$ cat src/lpm_defines.vh
// Constants for the low-power mode controller
`ifndef LPM_DEFINES_VH
`define LPM_DEFINES_VH

// ==========================================
// Register byte offsets
`define LPM_CTRL_OFFS 4'h0
`define LPM_STATE_OFFS 4'h4
`define LPM_INT_STS_OFFS 4'h8
`define LPM_INT_MASK_OFFS 4'hc

// ==========================================
// Control register fields
`define LPM_CTRL_SKIP_BIT 0
`define LPM_CTRL_CODEC_EN_BIT 1
`define LPM_CTRL_SPI_EN_BIT 2
`define LPM_CTRL_MSEL_BIT 3
`define LPM_CTRL_RESET 4'h0

// ==========================================
// Interrupt status fields
`define LPM_EV_STOP_ENTER 0
`define LPM_EV_STOP_EXIT 1
`define LPM_EV_WAIT_ENTER 2
`define LPM_EV_WAIT_EXIT 3
`define LPM_EV_RESET_EXIT 4
`define LPM_EV_WIDTH 5

// ==========================================
// Start-up delays in instruction cycles
`define LPM_START_LONG 12'hfe0
`define LPM_START_SHORT 12'h060
`define LPM_CNT_WIDTH 12

// ==========================================
// Bus answers
`define LPM_RESP_OKAY 2'b00
`define LPM_RESP_SLVERR 2'b10

`endif

$ cat src/lpm_ctrl.v
// Low-power mode controller: halt-all and CPU-only halt sequencing with AXI4-Lite registers
//
// Overview of operation
// Halt-all stops the serial port baud clock; master shifting ends.
// Halt-all clears master select, leaving the serial port as slave.
// Halt-all during a mastered serial transfer aborts that transfer.
// Reset exit from halt-all clears serial control and status, port disabled.
// A slave-configured serial port keeps shifting during halt-all.
// Serial flags held back in halt-all until interrupt pin or codec wakes.
// No collision or mode-fault detection during halt-all.
// CPU-only halt stops CPU clock; timer, codec, serial port keep running.
// CPU-only halt ends on timer, codec, serial interrupt, or low pins.
// Watchdog and slow-clock detector run in CPU-only halt; software wakes often.
// Timer always counts in CPU-only halt; codec and serial may be off.
// Non-reset exit from CPU-only halt keeps all peripheral state.
// Reset exit from CPU-only halt returns peripherals to disabled reset state.
// Halt-all turns the oscillator off, halting CPU and peripheral clocks.
// Halt-all wakes only on low interrupt pin, codec falling edge, reset.
// After halt-all, wait 4064 cycles before fetch, or 96 with skip bit.
// Halt-all inhibits watchdog counter and slow-clock detector.
//
// Decided for this implementation: the placing of the registers and the AXI4-Lite interface to the registers.
`timescale 1ns/1ps
`default_nettype none
`include "lpm_defines.vh"

module lpm_ctrl #(
    parameter CNT_WIDTH = `LPM_CNT_WIDTH
) (
    // Clock and reset
    input wire aclk,
    input wire aresetn,
    // AXI4-Lite write address
    input wire [3:0] s_axi_awaddr,
    input wire s_axi_awvalid,
    output wire s_axi_awready,
    // AXI4-Lite write data
    input wire [31:0] s_axi_wdata,
    input wire [3:0] s_axi_wstrb,
    input wire s_axi_wvalid,
    output wire s_axi_wready,
    // AXI4-Lite write response
    output reg [1:0] s_axi_bresp,
    output reg s_axi_bvalid,
    input wire s_axi_bready,
    // AXI4-Lite read address
    input wire [3:0] s_axi_araddr,
    input wire s_axi_arvalid,
    output wire s_axi_arready,
    // AXI4-Lite read data
    output reg [31:0] s_axi_rdata,
    output reg [1:0] s_axi_rresp,
    output reg s_axi_rvalid,
    input wire s_axi_rready,
    // CPU mode entry requests
    input wire cpu_stop_req,
    input wire cpu_wait_req,
    // Peripheral interrupts and serial master busy, same clock
    input wire timer_irq,
    input wire pulse_symbol_codec_irq,
    input wire spi_irq,
    input wire spi_master_busy,
    // External pins, asynchronous
    input wire irq_pin_n,
    input wire reset_pin_n,
    input wire codec_receive_input,
    // Clock gating
    output reg osc_run_q,
    output reg cpu_clk_en_q,
    output reg fetch_en_q,
    output reg timer_run_q,
    output reg codec_run_q,
    // Serial port control
    output reg spi_baud_en_q,
    output reg master_select_q,
    output reg spi_enable_q,
    output reg spi_abort_q,
    output reg spi_slave_run_q,
    output reg spi_flag_hold_q,
    output reg spi_protect_en_q,
    // Supervisory timers and peripheral reset
    output reg watchdog_run_q,
    output reg slow_clk_det_run_q,
    output reg periph_reset_q,
    // Interrupt
    output wire irq
);

    // ==========================================
    // States
    localparam [3:0] ST_RUN = 4'b0001;
    localparam [3:0] ST_WAIT = 4'b0010;
    localparam [3:0] ST_STOP = 4'b0100;
    localparam [3:0] ST_START = 4'b1000;
    localparam [CNT_WIDTH-1:0] DLY_LONG = `LPM_START_LONG;
    localparam [CNT_WIDTH-1:0] DLY_SHORT = `LPM_START_SHORT;

    reg [3:0] state_q;
    reg [3:0] state_d;
    reg [3:0] ctrl_q;
    reg [`LPM_EV_WIDTH-1:0] sts_q;
    reg [`LPM_EV_WIDTH-1:0] mask_q;
    reg [`LPM_EV_WIDTH-1:0] ev;
    reg dly_load;
    reg [CNT_WIDTH-1:0] dly_value;
    wire dly_busy;
    wire dly_done;

    // ==========================================
    // Pin synchronisers
    reg [1:0] irq_sync_q;
    reg [1:0] rst_sync_q;
    reg [1:0] rx_sync_q;
    reg rx_prev_q;
    wire irq_low = ~irq_sync_q[1];
    wire rst_low = ~rst_sync_q[1];
    wire rx_fall = rx_prev_q & ~rx_sync_q[1];

    always @(posedge aclk) begin
        if (!aresetn) begin
            irq_sync_q <= 2'b11;
            rst_sync_q <= 2'b11;
            rx_sync_q <= 2'b11;
            rx_prev_q <= 1'b1;
        end else begin
            irq_sync_q <= {irq_sync_q[0], irq_pin_n};
            rst_sync_q <= {rst_sync_q[0], reset_pin_n};
            rx_sync_q <= {rx_sync_q[0], codec_receive_input};
            rx_prev_q <= rx_sync_q[1];
        end
    end

    // ==========================================
    // Mode sequencer
    wire wait_wake = timer_irq | pulse_symbol_codec_irq | spi_irq | irq_low;
    wire stop_wake = irq_low | rx_fall;

    always @* begin
        state_d = state_q;
        dly_load = 1'b0;
        dly_value = DLY_LONG;
        ev = {`LPM_EV_WIDTH{1'b0}};
        if (rst_low) begin
            state_d = ST_START;
            dly_load = 1'b1;
            if (state_q != ST_START) begin
                ev[`LPM_EV_RESET_EXIT] = state_q[1] | state_q[2];
            end
        end else begin
            case (state_q)
                ST_RUN: begin
                    if (cpu_stop_req) begin
                        state_d = ST_STOP;
                        ev[`LPM_EV_STOP_ENTER] = 1'b1;
                    end else if (cpu_wait_req) begin
                        state_d = ST_WAIT;
                        ev[`LPM_EV_WAIT_ENTER] = 1'b1;
                    end
                end
                ST_WAIT: begin
                    if (wait_wake) begin
                        state_d = ST_RUN;
                        ev[`LPM_EV_WAIT_EXIT] = 1'b1;
                    end
                end
                ST_STOP: begin
                    if (stop_wake) begin
                        state_d = ST_START;
                        dly_load = 1'b1;
                        dly_value = ctrl_q[`LPM_CTRL_SKIP_BIT] ? DLY_SHORT : DLY_LONG;
                        ev[`LPM_EV_STOP_EXIT] = 1'b1;
                    end
                end
                ST_START: begin
                    if (dly_done) begin
                        state_d = ST_RUN;
                    end
                end
                default: begin
                    state_d = ST_RUN;
                end
            endcase
        end
    end

    lpm_delay_counter #(
        .WIDTH(CNT_WIDTH)
    ) u_delay (
        .aclk(aclk),
        .aresetn(aresetn),
        .load(dly_load),
        .load_value(dly_value),
        .busy(dly_busy),
        .done_q(dly_done)
    );

    // ==========================================
    // AXI4-Lite slave
    reg aw_held_q;
    reg w_held_q;
    reg [3:0] aw_addr_q;
    reg [31:0] w_data_q;
    reg [3:0] w_strb_q;
    assign s_axi_awready = ~aw_held_q & ~s_axi_bvalid;
    assign s_axi_wready = ~w_held_q & ~s_axi_bvalid;
    assign s_axi_arready = ~s_axi_rvalid;
    wire do_write = aw_held_q & w_held_q;
    wire wr_ctrl = do_write & (aw_addr_q == `LPM_CTRL_OFFS) & w_strb_q[0];
    wire wr_sts = do_write & (aw_addr_q == `LPM_INT_STS_OFFS) & w_strb_q[0];
    wire wr_mask = do_write & (aw_addr_q == `LPM_INT_MASK_OFFS) & w_strb_q[0];

    function mapped;
        input [3:0] addr;
        begin
            mapped = (addr == `LPM_CTRL_OFFS) || (addr == `LPM_STATE_OFFS) ||
                     (addr == `LPM_INT_STS_OFFS) || (addr == `LPM_INT_MASK_OFFS);
        end
    endfunction

    always @(posedge aclk) begin
        if (!aresetn) begin
            aw_held_q <= 1'b0;
            w_held_q <= 1'b0;
            aw_addr_q <= 4'h0;
            w_data_q <= 32'h0;
            w_strb_q <= 4'h0;
            s_axi_bvalid <= 1'b0;
            s_axi_bresp <= `LPM_RESP_OKAY;
            s_axi_rvalid <= 1'b0;
            s_axi_rresp <= `LPM_RESP_OKAY;
            s_axi_rdata <= 32'h0;
        end else begin
            if (s_axi_awvalid && s_axi_awready) begin
                aw_held_q <= 1'b1;
                aw_addr_q <= s_axi_awaddr;
            end
            if (s_axi_wvalid && s_axi_wready) begin
                w_held_q <= 1'b1;
                w_data_q <= s_axi_wdata;
                w_strb_q <= s_axi_wstrb;
            end
            if (do_write) begin
                aw_held_q <= 1'b0;
                w_held_q <= 1'b0;
                s_axi_bvalid <= 1'b1;
                s_axi_bresp <= mapped(aw_addr_q) ? `LPM_RESP_OKAY : `LPM_RESP_SLVERR;
            end else if (s_axi_bready) begin
                s_axi_bvalid <= 1'b0;
            end
            if (s_axi_arvalid && s_axi_arready) begin
                s_axi_rvalid <= 1'b1;
                s_axi_rresp <= mapped(s_axi_araddr) ? `LPM_RESP_OKAY : `LPM_RESP_SLVERR;
                case (s_axi_araddr)
                    `LPM_CTRL_OFFS: s_axi_rdata <= {28'h0, ctrl_q};
                    `LPM_STATE_OFFS: s_axi_rdata <= {27'h0, dly_busy, state_q};
                    `LPM_INT_STS_OFFS: s_axi_rdata <= {27'h0, sts_q};
                    `LPM_INT_MASK_OFFS: s_axi_rdata <= {27'h0, mask_q};
                    default: s_axi_rdata <= 32'h0;
                endcase
            end else if (s_axi_rready) begin
                s_axi_rvalid <= 1'b0;
            end
        end
    end

    // ==========================================
    // State, control, interrupt registers
    always @(posedge aclk) begin
        if (!aresetn) begin
            state_q <= ST_RUN;
            ctrl_q <= `LPM_CTRL_RESET;
            sts_q <= {`LPM_EV_WIDTH{1'b0}};
            mask_q <= {`LPM_EV_WIDTH{1'b0}};
        end else begin
            state_q <= state_d;
            if (rst_low) begin
                ctrl_q <= `LPM_CTRL_RESET;
            end else begin
                if (wr_ctrl) begin
                    ctrl_q <= w_data_q[3:0];
                end
                if (state_d == ST_STOP) begin
                    ctrl_q[`LPM_CTRL_MSEL_BIT] <= 1'b0;
                end
            end
            // Set wins over write-one-to-clear
            sts_q <= (sts_q & ~(wr_sts ? w_data_q[`LPM_EV_WIDTH-1:0] : {`LPM_EV_WIDTH{1'b0}})) | ev;
            if (wr_mask) begin
                mask_q <= w_data_q[`LPM_EV_WIDTH-1:0];
            end
        end
    end

    assign irq = |(sts_q & mask_q);

    // ==========================================
    // Peripheral and clock controls
    wire in_stop = (state_q == ST_STOP);
    wire spi_on = ctrl_q[`LPM_CTRL_SPI_EN_BIT];
    wire msel = ctrl_q[`LPM_CTRL_MSEL_BIT];

    always @(posedge aclk) begin
        if (!aresetn) begin
            osc_run_q <= 1'b1;
            cpu_clk_en_q <= 1'b1;
            fetch_en_q <= 1'b1;
            timer_run_q <= 1'b1;
            codec_run_q <= 1'b0;
            spi_baud_en_q <= 1'b0;
            master_select_q <= 1'b0;
            spi_enable_q <= 1'b0;
            spi_abort_q <= 1'b0;
            spi_slave_run_q <= 1'b0;
            spi_flag_hold_q <= 1'b0;
            spi_protect_en_q <= 1'b1;
            watchdog_run_q <= 1'b1;
            slow_clk_det_run_q <= 1'b1;
            periph_reset_q <= 1'b0;
        end else begin
            osc_run_q <= ~in_stop;
            cpu_clk_en_q <= (state_q == ST_RUN);
            fetch_en_q <= (state_q == ST_RUN);
            timer_run_q <= ~in_stop;
            codec_run_q <= ~in_stop & ctrl_q[`LPM_CTRL_CODEC_EN_BIT];
            spi_baud_en_q <= ~in_stop & spi_on & msel;
            master_select_q <= msel;
            spi_enable_q <= spi_on;
            spi_abort_q <= (state_q == ST_RUN) & (state_d == ST_STOP) & msel & spi_master_busy;
            spi_slave_run_q <= spi_on & ~msel;
            spi_flag_hold_q <= in_stop;
            spi_protect_en_q <= ~in_stop;
            watchdog_run_q <= ~in_stop;
            slow_clk_det_run_q <= ~in_stop;
            periph_reset_q <= rst_low;
        end
    end

endmodule

`default_nettype wire

$ cat src/lpm_delay_counter.v
// Start-up delay counter for the low-power mode controller
`timescale 1ns/1ps
`default_nettype none

module lpm_delay_counter #(
    parameter WIDTH = 12
) (
    // Clock and reset
    input wire aclk,
    input wire aresetn,
    // Control
    input wire load,
    input wire [WIDTH-1:0] load_value,
    // Status
    output wire busy,
    output reg done_q
);

    reg [WIDTH-1:0] count_q;

    assign busy = (count_q != {WIDTH{1'b0}});

    always @(posedge aclk) begin
        if (!aresetn) begin
            count_q <= {WIDTH{1'b0}};
            done_q <= 1'b0;
        end else if (load) begin
            count_q <= load_value;
            done_q <= 1'b0;
        end else begin
            done_q <= (count_q == {{(WIDTH-1){1'b0}}, 1'b1});
            if (busy) begin
                count_q <= count_q - {{(WIDTH-1){1'b0}}, 1'b1};
            end
        end
    end

endmodule

`default_nettype wire

$ cat config.mk
export PLATFORM = sky130hd
export DESIGN_NAME = lpm_ctrl
export DESIGN_NICKNAME = d
export VERILOG_FILES = /design/src/lpm_ctrl.v /design/src/lpm_delay_counter.v
export VERILOG_INCLUDE_DIRS = /design/src
export SDC_FILE = /design/constraint.sdc
export NUM_CORES = 1
export LEC_CHECK = 0
export BUFFER_PORTS_ARGS = -buffer_cell sky130_fd_sc_hd__buf_2
export CAP_MARGIN = 40
export CORE_MARGIN = 2
export CORE_UTILIZATION = 34
export DETAILED_ROUTE_END_ITERATION = 6
export GPL_ROUTABILITY_DRIVEN = 0
export GPL_TIMING_DRIVEN = 0
export MAX_ROUTING_LAYER = met4
export PLACE_DENSITY = 0.56
export RECOVER_POWER = 50
export SLEW_MARGIN = 20
export SYNTH_ARGS = -nofsm -noshare
export SYNTH_HDL_FRONTEND = slang
export SYNTH_SLANG_ARGS = --single-unit
$ cat constraint.sdc
create_clock -name aclk -period 1.7 [get_ports aclk]
set_input_delay 0.34 -clock aclk [delete_from_list [all_inputs] [get_ports aclk]]
set_output_delay 0.34 -clock aclk [all_outputs]
set_load 0.005 [all_outputs]
==> key figures, run 1 <==
Synth
  – Synth warn: 0
  – Post-synthesis average cell area: 9.33 um^2
  – Post-synthesis register bit count: 69
  – Sequential area share after synthesis: 0.441
  – EDFF count, synth: 0
  – Main synth FF type: dfxtp_1
  – Mapped Area: between 0.003 and 0.004 mm^2
  – Yosys top cell by area: dfxtp_1
  – Cells after Synth: 336
  – Synth area leaders: dfxtp_1, buf_4, mux2i_1, nor2_1, nand2_1
  – Synth top cells by count: dfxtp_1, nor2_1, buf_4, nand2_1, mux2i_1
  – Synth async-reset ratio: 0
  – Yosys cell types: 55
  – Most common cell in the netlist: dfxtp_1
  – Top-area cell type share of the netlist area: 0.441

Global routing
  – Initial antenna violation count: 0
  – Vias in the first global route: 2266
  – Largest net degree at the start of global routing: 14
  – GRT Overall Usage: 0.144
  – First-pass GRT wire length: around 11000 um
  – Total congestion overflow: 0

Power and ir drop
  – Seq pwr share: 0.407
  – Gate power share: 0.258
  – Pwr per Cell Area: 1240 mW/mm^2
  – Switching share of power: 0.302
  – Total power: 0.00488 W
  – Static Leak: 1.79 nW
  – Internal: 0.00340 W
  – Maximum vdd drop: about 0.38 mV
  – NetSw: 0.00147 W
  – Clk pwr share: 0.335

Final layout
  – Share of cells above drive strength 1: 0.286
  – Antenna Cells: 0
  – Nets: a little under 500
  – Area Overhead vs Synth: 25.1%
  – Finished Layout Cells: 548
  – Fillers: 937

Timing
  – FMAX: 0.616 GHz
  – Measured slew at the worst slew-check pin: 0.637 ns
  – Slew headroom: 0.572
  – Clock skew: 0.00918 ns
  – PnR worst setup slack: 0.0778 ns
  – Min Tclk post-route: 1.62 ns
  – Hold WS: 0.168 ns
  – Slew Viols, Final: 0
  – RSZ-0062 raised after global routing: no
  – Final Hold Vio Count: 0
  – Final setup violation count: 0
  – Final worst-path cycle share: 0.954

Route
  – Wirelength, routed: 6790 um
  – 1st-iter DRT viols: 84
  – Antenna viol nets, final: 0
  – DRC: 0
  – WL/cell: 12.4 um
  – DR pass1 iterations: 4
  – DR vias: 2496
  – Avg Vias per Cell: 4.55

Hold path
  – Hold path depth: 2
  – Hold Path Origin: s_axi_rready
  – Hold Path End: s_axi_rvalid
  – Worst hold path type: in2reg

Setup path
  – Crit path max-delay family: flip-flops
  – Critical Path AT: 1.28 ns
  – CP Cell Sequence: a222oi_1 -> nand2_1 -> buf_2
  – R2R Setup Slk: ~0.10 ns
  – Slowest stage delay, CP: about 0.35 ns
  – Critical path's slowest cell: dfxtp_1
  – R2R depth: 5
  – Startpoint Class: flip-flop
  – Crit path max fanout: 3
  – Type of element capturing the critical path: output pin
  – CP required: 1.36 ns
  – RR Startpoint: u_delay.count_q[8]
  – Crit path kind: reg2out
  – Worst path bufs/invs: 1
  – R2R Path End: u_delay.count_q[5]

Clocking
  – Number of H-tree levels: 3
  – Number of clock sinks: 69
  – CTS tree: yes
  – Clock tree buffer depth: 2
  – Hold buffer count at CTS: 0
  – Num CTS Buffers: 9
  – Clk slew on worst S/H paths: 0.08 ns
  – Root Driver: clkbuf_8
  – Clock latency on the worst-skew pair: 0.35 ns

Die
  – Die width: 100 um
  – Full die area: 0.0100 mm^2
  – Core ar.: 0.00911 mm^2
  – # rows: 35
  – Initial Utilization: 0.344
  – Chip height: 100 um
  – IO Pins: 117

Placement
  – # port buffers: 54
  – Hpwl dp: about 5000 um
  – Pre-CTS setup slack: -0.102 ns
  – Placed Instances: 529

Run status
  – Outcome: finished, final reports clean

Run
  – Max-Cap Viols: 0
-- stage by stage --
stage / TNS (ns) / util / cell area [um^2]
finish: 0 / 0.431 / 3920
detailed placement: -0.235 / 0.401 / 3650
global route: 0 / 0.431 / 3920
floorplan: 0 / - / 3240
global placement: -0.140 / 0.401 / 3650
CTS: 0 / 0.428 / 3900
-- worst max-delay path by stage --
stage                           startpoint                 end  slack (ns)  cells past startpoint
finish                            sts_q[3]                 irq        0.08                      3
global route            u_delay.count_q[8]  u_delay.count_q[5]      0.0006                      5
CTS                             state_q[3]         spi_abort_q       0.001                      5
floorplan           pulse_symbol_codec_irq          state_q[0]        0.16                      5
global placement    pulse_symbol_codec_irq          state_q[0]       -0.06                      6
detailed placement              state_q[3]         spi_abort_q       -0.10                      5
-- cell type report --
cell class | count | area, um^2 | share of cell area
plain buffers | 50 | 329 | 0.0839
clock buffers | 9 | 124 | 0.0316
clock inverters | 7 | 124 | 0.0316
inverters | 9 | 33.8 | 0.00861
multi-input cells | 235 | 1500 | 0.383
flip-flops and latches | 69 | 1380 | 0.352
well taps | 111 | 139 | 0.0354
repair buffers | 58 | 288 | 0.0734
-- kinds of logic after synthesis --
family | Yosys count | synth area share
AND/OR/NAND/NOR | 129 | 0.223
flip-flops | 69 | 0.441
buffers and inverters | 60 | 0.117
AO/OA/AOI/OAI | 41 | 0.0886
multiplexers | 25 | 0.0958
XOR/XNOR | 9 | 0.0251
adder cells (fa/ha/maj) | 2 | 0.00798
other | 1 | 0.00120
-- power by group through the flow --
stage	Sequential [W]	Combinational, W	Clock, W
final	0.00198	0.00126	0.00164
after global routing	0.00202	0.00142	0.00176
after CTS	0.00198	0.00120	0.00168
after detailed placement	0.00202	0.00119	0
after global placement	0.00201	0.00117	0
after floorplan	0.00198	0.000978	0
-- timing repair --
item                                    CTS  global route
endpoints found under the setup margin    8            15
buffers inserted                          0             4
gates resized for setup                   1             3
pin swaps                                 2             3
-- registers in the layout (all words and copies together), names as in the netlist, 4 cells and up --
signal and cells:
u_delay.count_q 12, state_q 4, mask_q 5, aw_addr_q 4
w_data_q 5, s_axi_rdata 5, sts_q 5, ctrl_q 4
-- cell usage in the layout, fill, tap and decap left out, types with 4 or more instances in the layout --
master and count:
nand3b_1 5, nand2_1 25, conb_1 29, nor3_1 6
a22oi_1 5, dfxtp_1 69, nor2_1 45, clkbuf_8 9
nand4_1 4, and2_0 4, a21oi_1 12, mux2i_1 21
nand3_1 9, nand2b_1 9, xnor2_1 7, buf_2 52
buf_4 34, clkbuf_1 17, mux4_2 4, o21ai_0 6
inv_1 9
-- routing by layer --
layer | vias to the layer above | global-route usage | wire length (um)
li1 | 1284 | - | -
met1 | 1133 | 0.187 | 3210
met2 | 71 | 0.217 | 3140
met3 | 8 | 0.0334 | 355
met4 | 0 | 0.0622 | 80
met5 | - | - | 0
No activity file was read; power rests on OpenSTA's default activity.
==> run 2: changes to the inputs <==
- CORE_UTILIZATION: 34 -> 25
- PLACE_DENSITY: 0.56 -> 0.43
==> run 2 against run 1 <==
- via count up 0.68%
- fmax up 1.3%
- clock skew down 0.0022 ns
- combinational power about the same
- highest routed layer unchanged
- wire length up 8.3%
- die area up 34%
- utilization down 9.9 points
- global-route usage down 2.3 points
- register-to-register slack about the same
- largest power group unchanged
- non-clock buffer count down 1
- critical path depth unchanged
- flip-flop and latch count unchanged
==> key figures, run 2 (synthesis results as in run 1) <==
Power and ir drop
  – Internal: 0.00342 W
  – Pwr per Cell Area: 1240 mW/mm^2
  – NetSw: 0.00155 W
  – Maximum vdd drop: 0.531 mV
  – Clk pwr share: 0.338
  – Static Leak: 1.79 nW
  – Switching share of power: 0.312
  – Seq pwr share: 0.403
  – Gate power share: 0.259

Timing
  – RSZ-0062 raised after global routing: yes
  – FMAX: 0.624 GHz
  – Measured slew at the worst slew-check pin: approximately 0.58 ns
  – Slew Viols, Final: 0
  – Final setup violation count: 0
  – PnR worst setup slack: around 0.098 ns
  – Final worst-path cycle share: 0.942
  – Min Tclk post-route: about 1.6 ns
  – Slew headroom: 0.613
  – Clock skew: 0.00695 ns
  – Final Hold Vio Count: 0

Route
  – Avg Vias per Cell: 4.16
  – WL/cell: 12.2 um
  – 1st-iter DRT viols: around 120
  – Antenna viol nets, final: 0
  – DRC: 0
  – DR pass1 iterations: 5
  – Wirelength, routed: 7350 um
  – DR vias: 2513

Setup path
  – Startpoint Class: flip-flop
  – Critical path's slowest cell: a222oi_1
  – Type of element capturing the critical path: output pin
  – RR Startpoint: state_q[3]
  – Crit path kind: reg2out
  – Slowest stage delay, CP: ~0.34 ns
  – CP startpoint: sts_q[3]
  – CP Cell Sequence: a222oi_1 -> nand2_1 -> buf_2
  – Critical Path AT: 1.26 ns
  – R2R Setup Slk: 0.11 ns
  – Crit path max fanout: 3
  – CP required: 1.36 ns

Hold path
  – Worst hold path type: in2reg
  – Hold Path Origin: irq_pin_n

Run
  – Max-Cap Viols: 0

Die
  – Die width: 116 um
  – IO Pins: 117
  – Chip height: roughly 120 um
  – Initial Utilization: 0.259
  – # rows: 40
  – Full die area: ~0.013 mm^2
  – Core ar.: 0.0121 mm^2

Global routing
  – First-pass GRT wire length: 12100 um
  – Largest net degree at the start of global routing: 13
  – Total congestion overflow: 0
  – GRT Overall Usage: 0.121
  – Vias in the first global route: 2430
  – Initial antenna violation count: 0

Clocking
  – Root Driver: clkbuf_16
  – CTS tree: yes
  – Number of H-tree levels: 3
  – Num CTS Buffers: 9
  – Number of clock sinks: 69
  – Clock latency on the worst-skew pair: 0.33 ns
  – Clk slew on worst S/H paths: 0.06 ns
  – Clock tree buffer depth: 2
  – Hold buffer count at CTS: 0

Final layout
  – Commonest non-fill, non-tap cell in the layout: dfxtp_1
  – Share of cells above drive strength 1: 0.280
  – Max reg flops: 12
  – Area Overhead vs Synth: 28.2%
  – Final core occ: 0.332
  – Commonest non-fill, non-tap cells in the layout: dfxtp_1, buf_2, nor2_1
  – Fillers: roughly 1300
  – Antenna Cells: 0
  – Largest reg by FF count: u_delay.count_q
  – Nets: just under 500

Placement
  – Hpwl dp: 5520 um
  – Pre-CTS setup slack: -0.0922 ns
  – # port buffers: 54

Run status
  – Outcome: finished, final reports clean
## run 2: cell count changes in the layout (fill, tap and decap cells not counted), moves of 3 or more
cell / previous run / this run
clkbuf_16: 0 / 9
clkbuf_8: 9 / 0
clkinv_4: 3 / 0
clkinv_2: 0 / 4
bufinv_16: 3 / 0
clkbuf_1: 17 / 20
buf_2: 52 / 48
## run 2: timing repair
action,CTS,global route
pin swaps,1,1
endpoints found under the setup margin,4,13
gates cloned,0,0
setup buffers,0,3
gates resized for setup,1,6
## run 2: layout make-up
class / instances / area [um^2] / share of cell area
Multi-Input combinational cell: 235 / 1520 / 0.378
Sequential cell: 69 / 1380 / 0.344
Buffer: 50 / 332 / 0.0825
Timing Repair Buffer: 57 / 277 / 0.0688
Clock buffer: 9 / 225 / 0.0560
Tap cell: 168 / 210 / 0.0523
Clock inverter: 7 / 42.5 / 0.0106
Inverter: 9 / 33.8 / 0.00841
## run 2: per-stage QoR
step | instances | area [um^2] | hold slack, ns | setup TNS (ns) | power [W]
final | 604 | 4020 | 0.189 | 0 | 0.00497
after global routing | 604 | 4020 | 0.184 | -0.0713 | 0.00531
after CTS | 601 | 3990 | 0.174 | 0 | 0.00493
after detailed placement | 586 | 3720 | 0.401 | -0.227 | 0.00323
after global placement | 586 | 3720 | 0.395 | -0.326 | 0.00321
after floorplan | 364 | 3240 | 0.386 | 0 | 0.00296
## run 2: power by group through the flow
stage	combinational (W)	sequential [W]	clock, W
global placement	0.00120	0.00202	0
floorplan	0.000978	0.00198	0
detailed placement	0.00121	0.00202	0
finish	0.00129	0.00200	0.00168
CTS	0.00121	0.00199	0.00173
global route	0.00148	0.00204	0.00180
## run 2: layer usage
metal | global-route usage | vias up | share of wire
met1 | 0.153 | 1154 | 0.47
met2 | 0.186 | 74 | 0.47
li1 | - | 1283 | -
met4 | 0.0476 | 0 | 0.0056
met5 | - | - | 0
met3 | 0.0298 | 2 | 0.055
## run 2: path summary, 6_finish.rpt
kind / to / cells after the start
setup reg to reg: u_delay.count_q[10] / 7
setup / recovery: irq / 3
hold reg to reg: rx_sync_q[1] / 1
hold / removal: irq_sync_q[0] / 2
## run 2: worst max-delay path, delay by kind of cell, from the launching register on
family	cells	cell delay (ns)
AOI/OAI and AO/OA	1	0.34
and+or+nand+nor	1	0.12
DFF	1	0.33
buffers and inverters	1	0.15
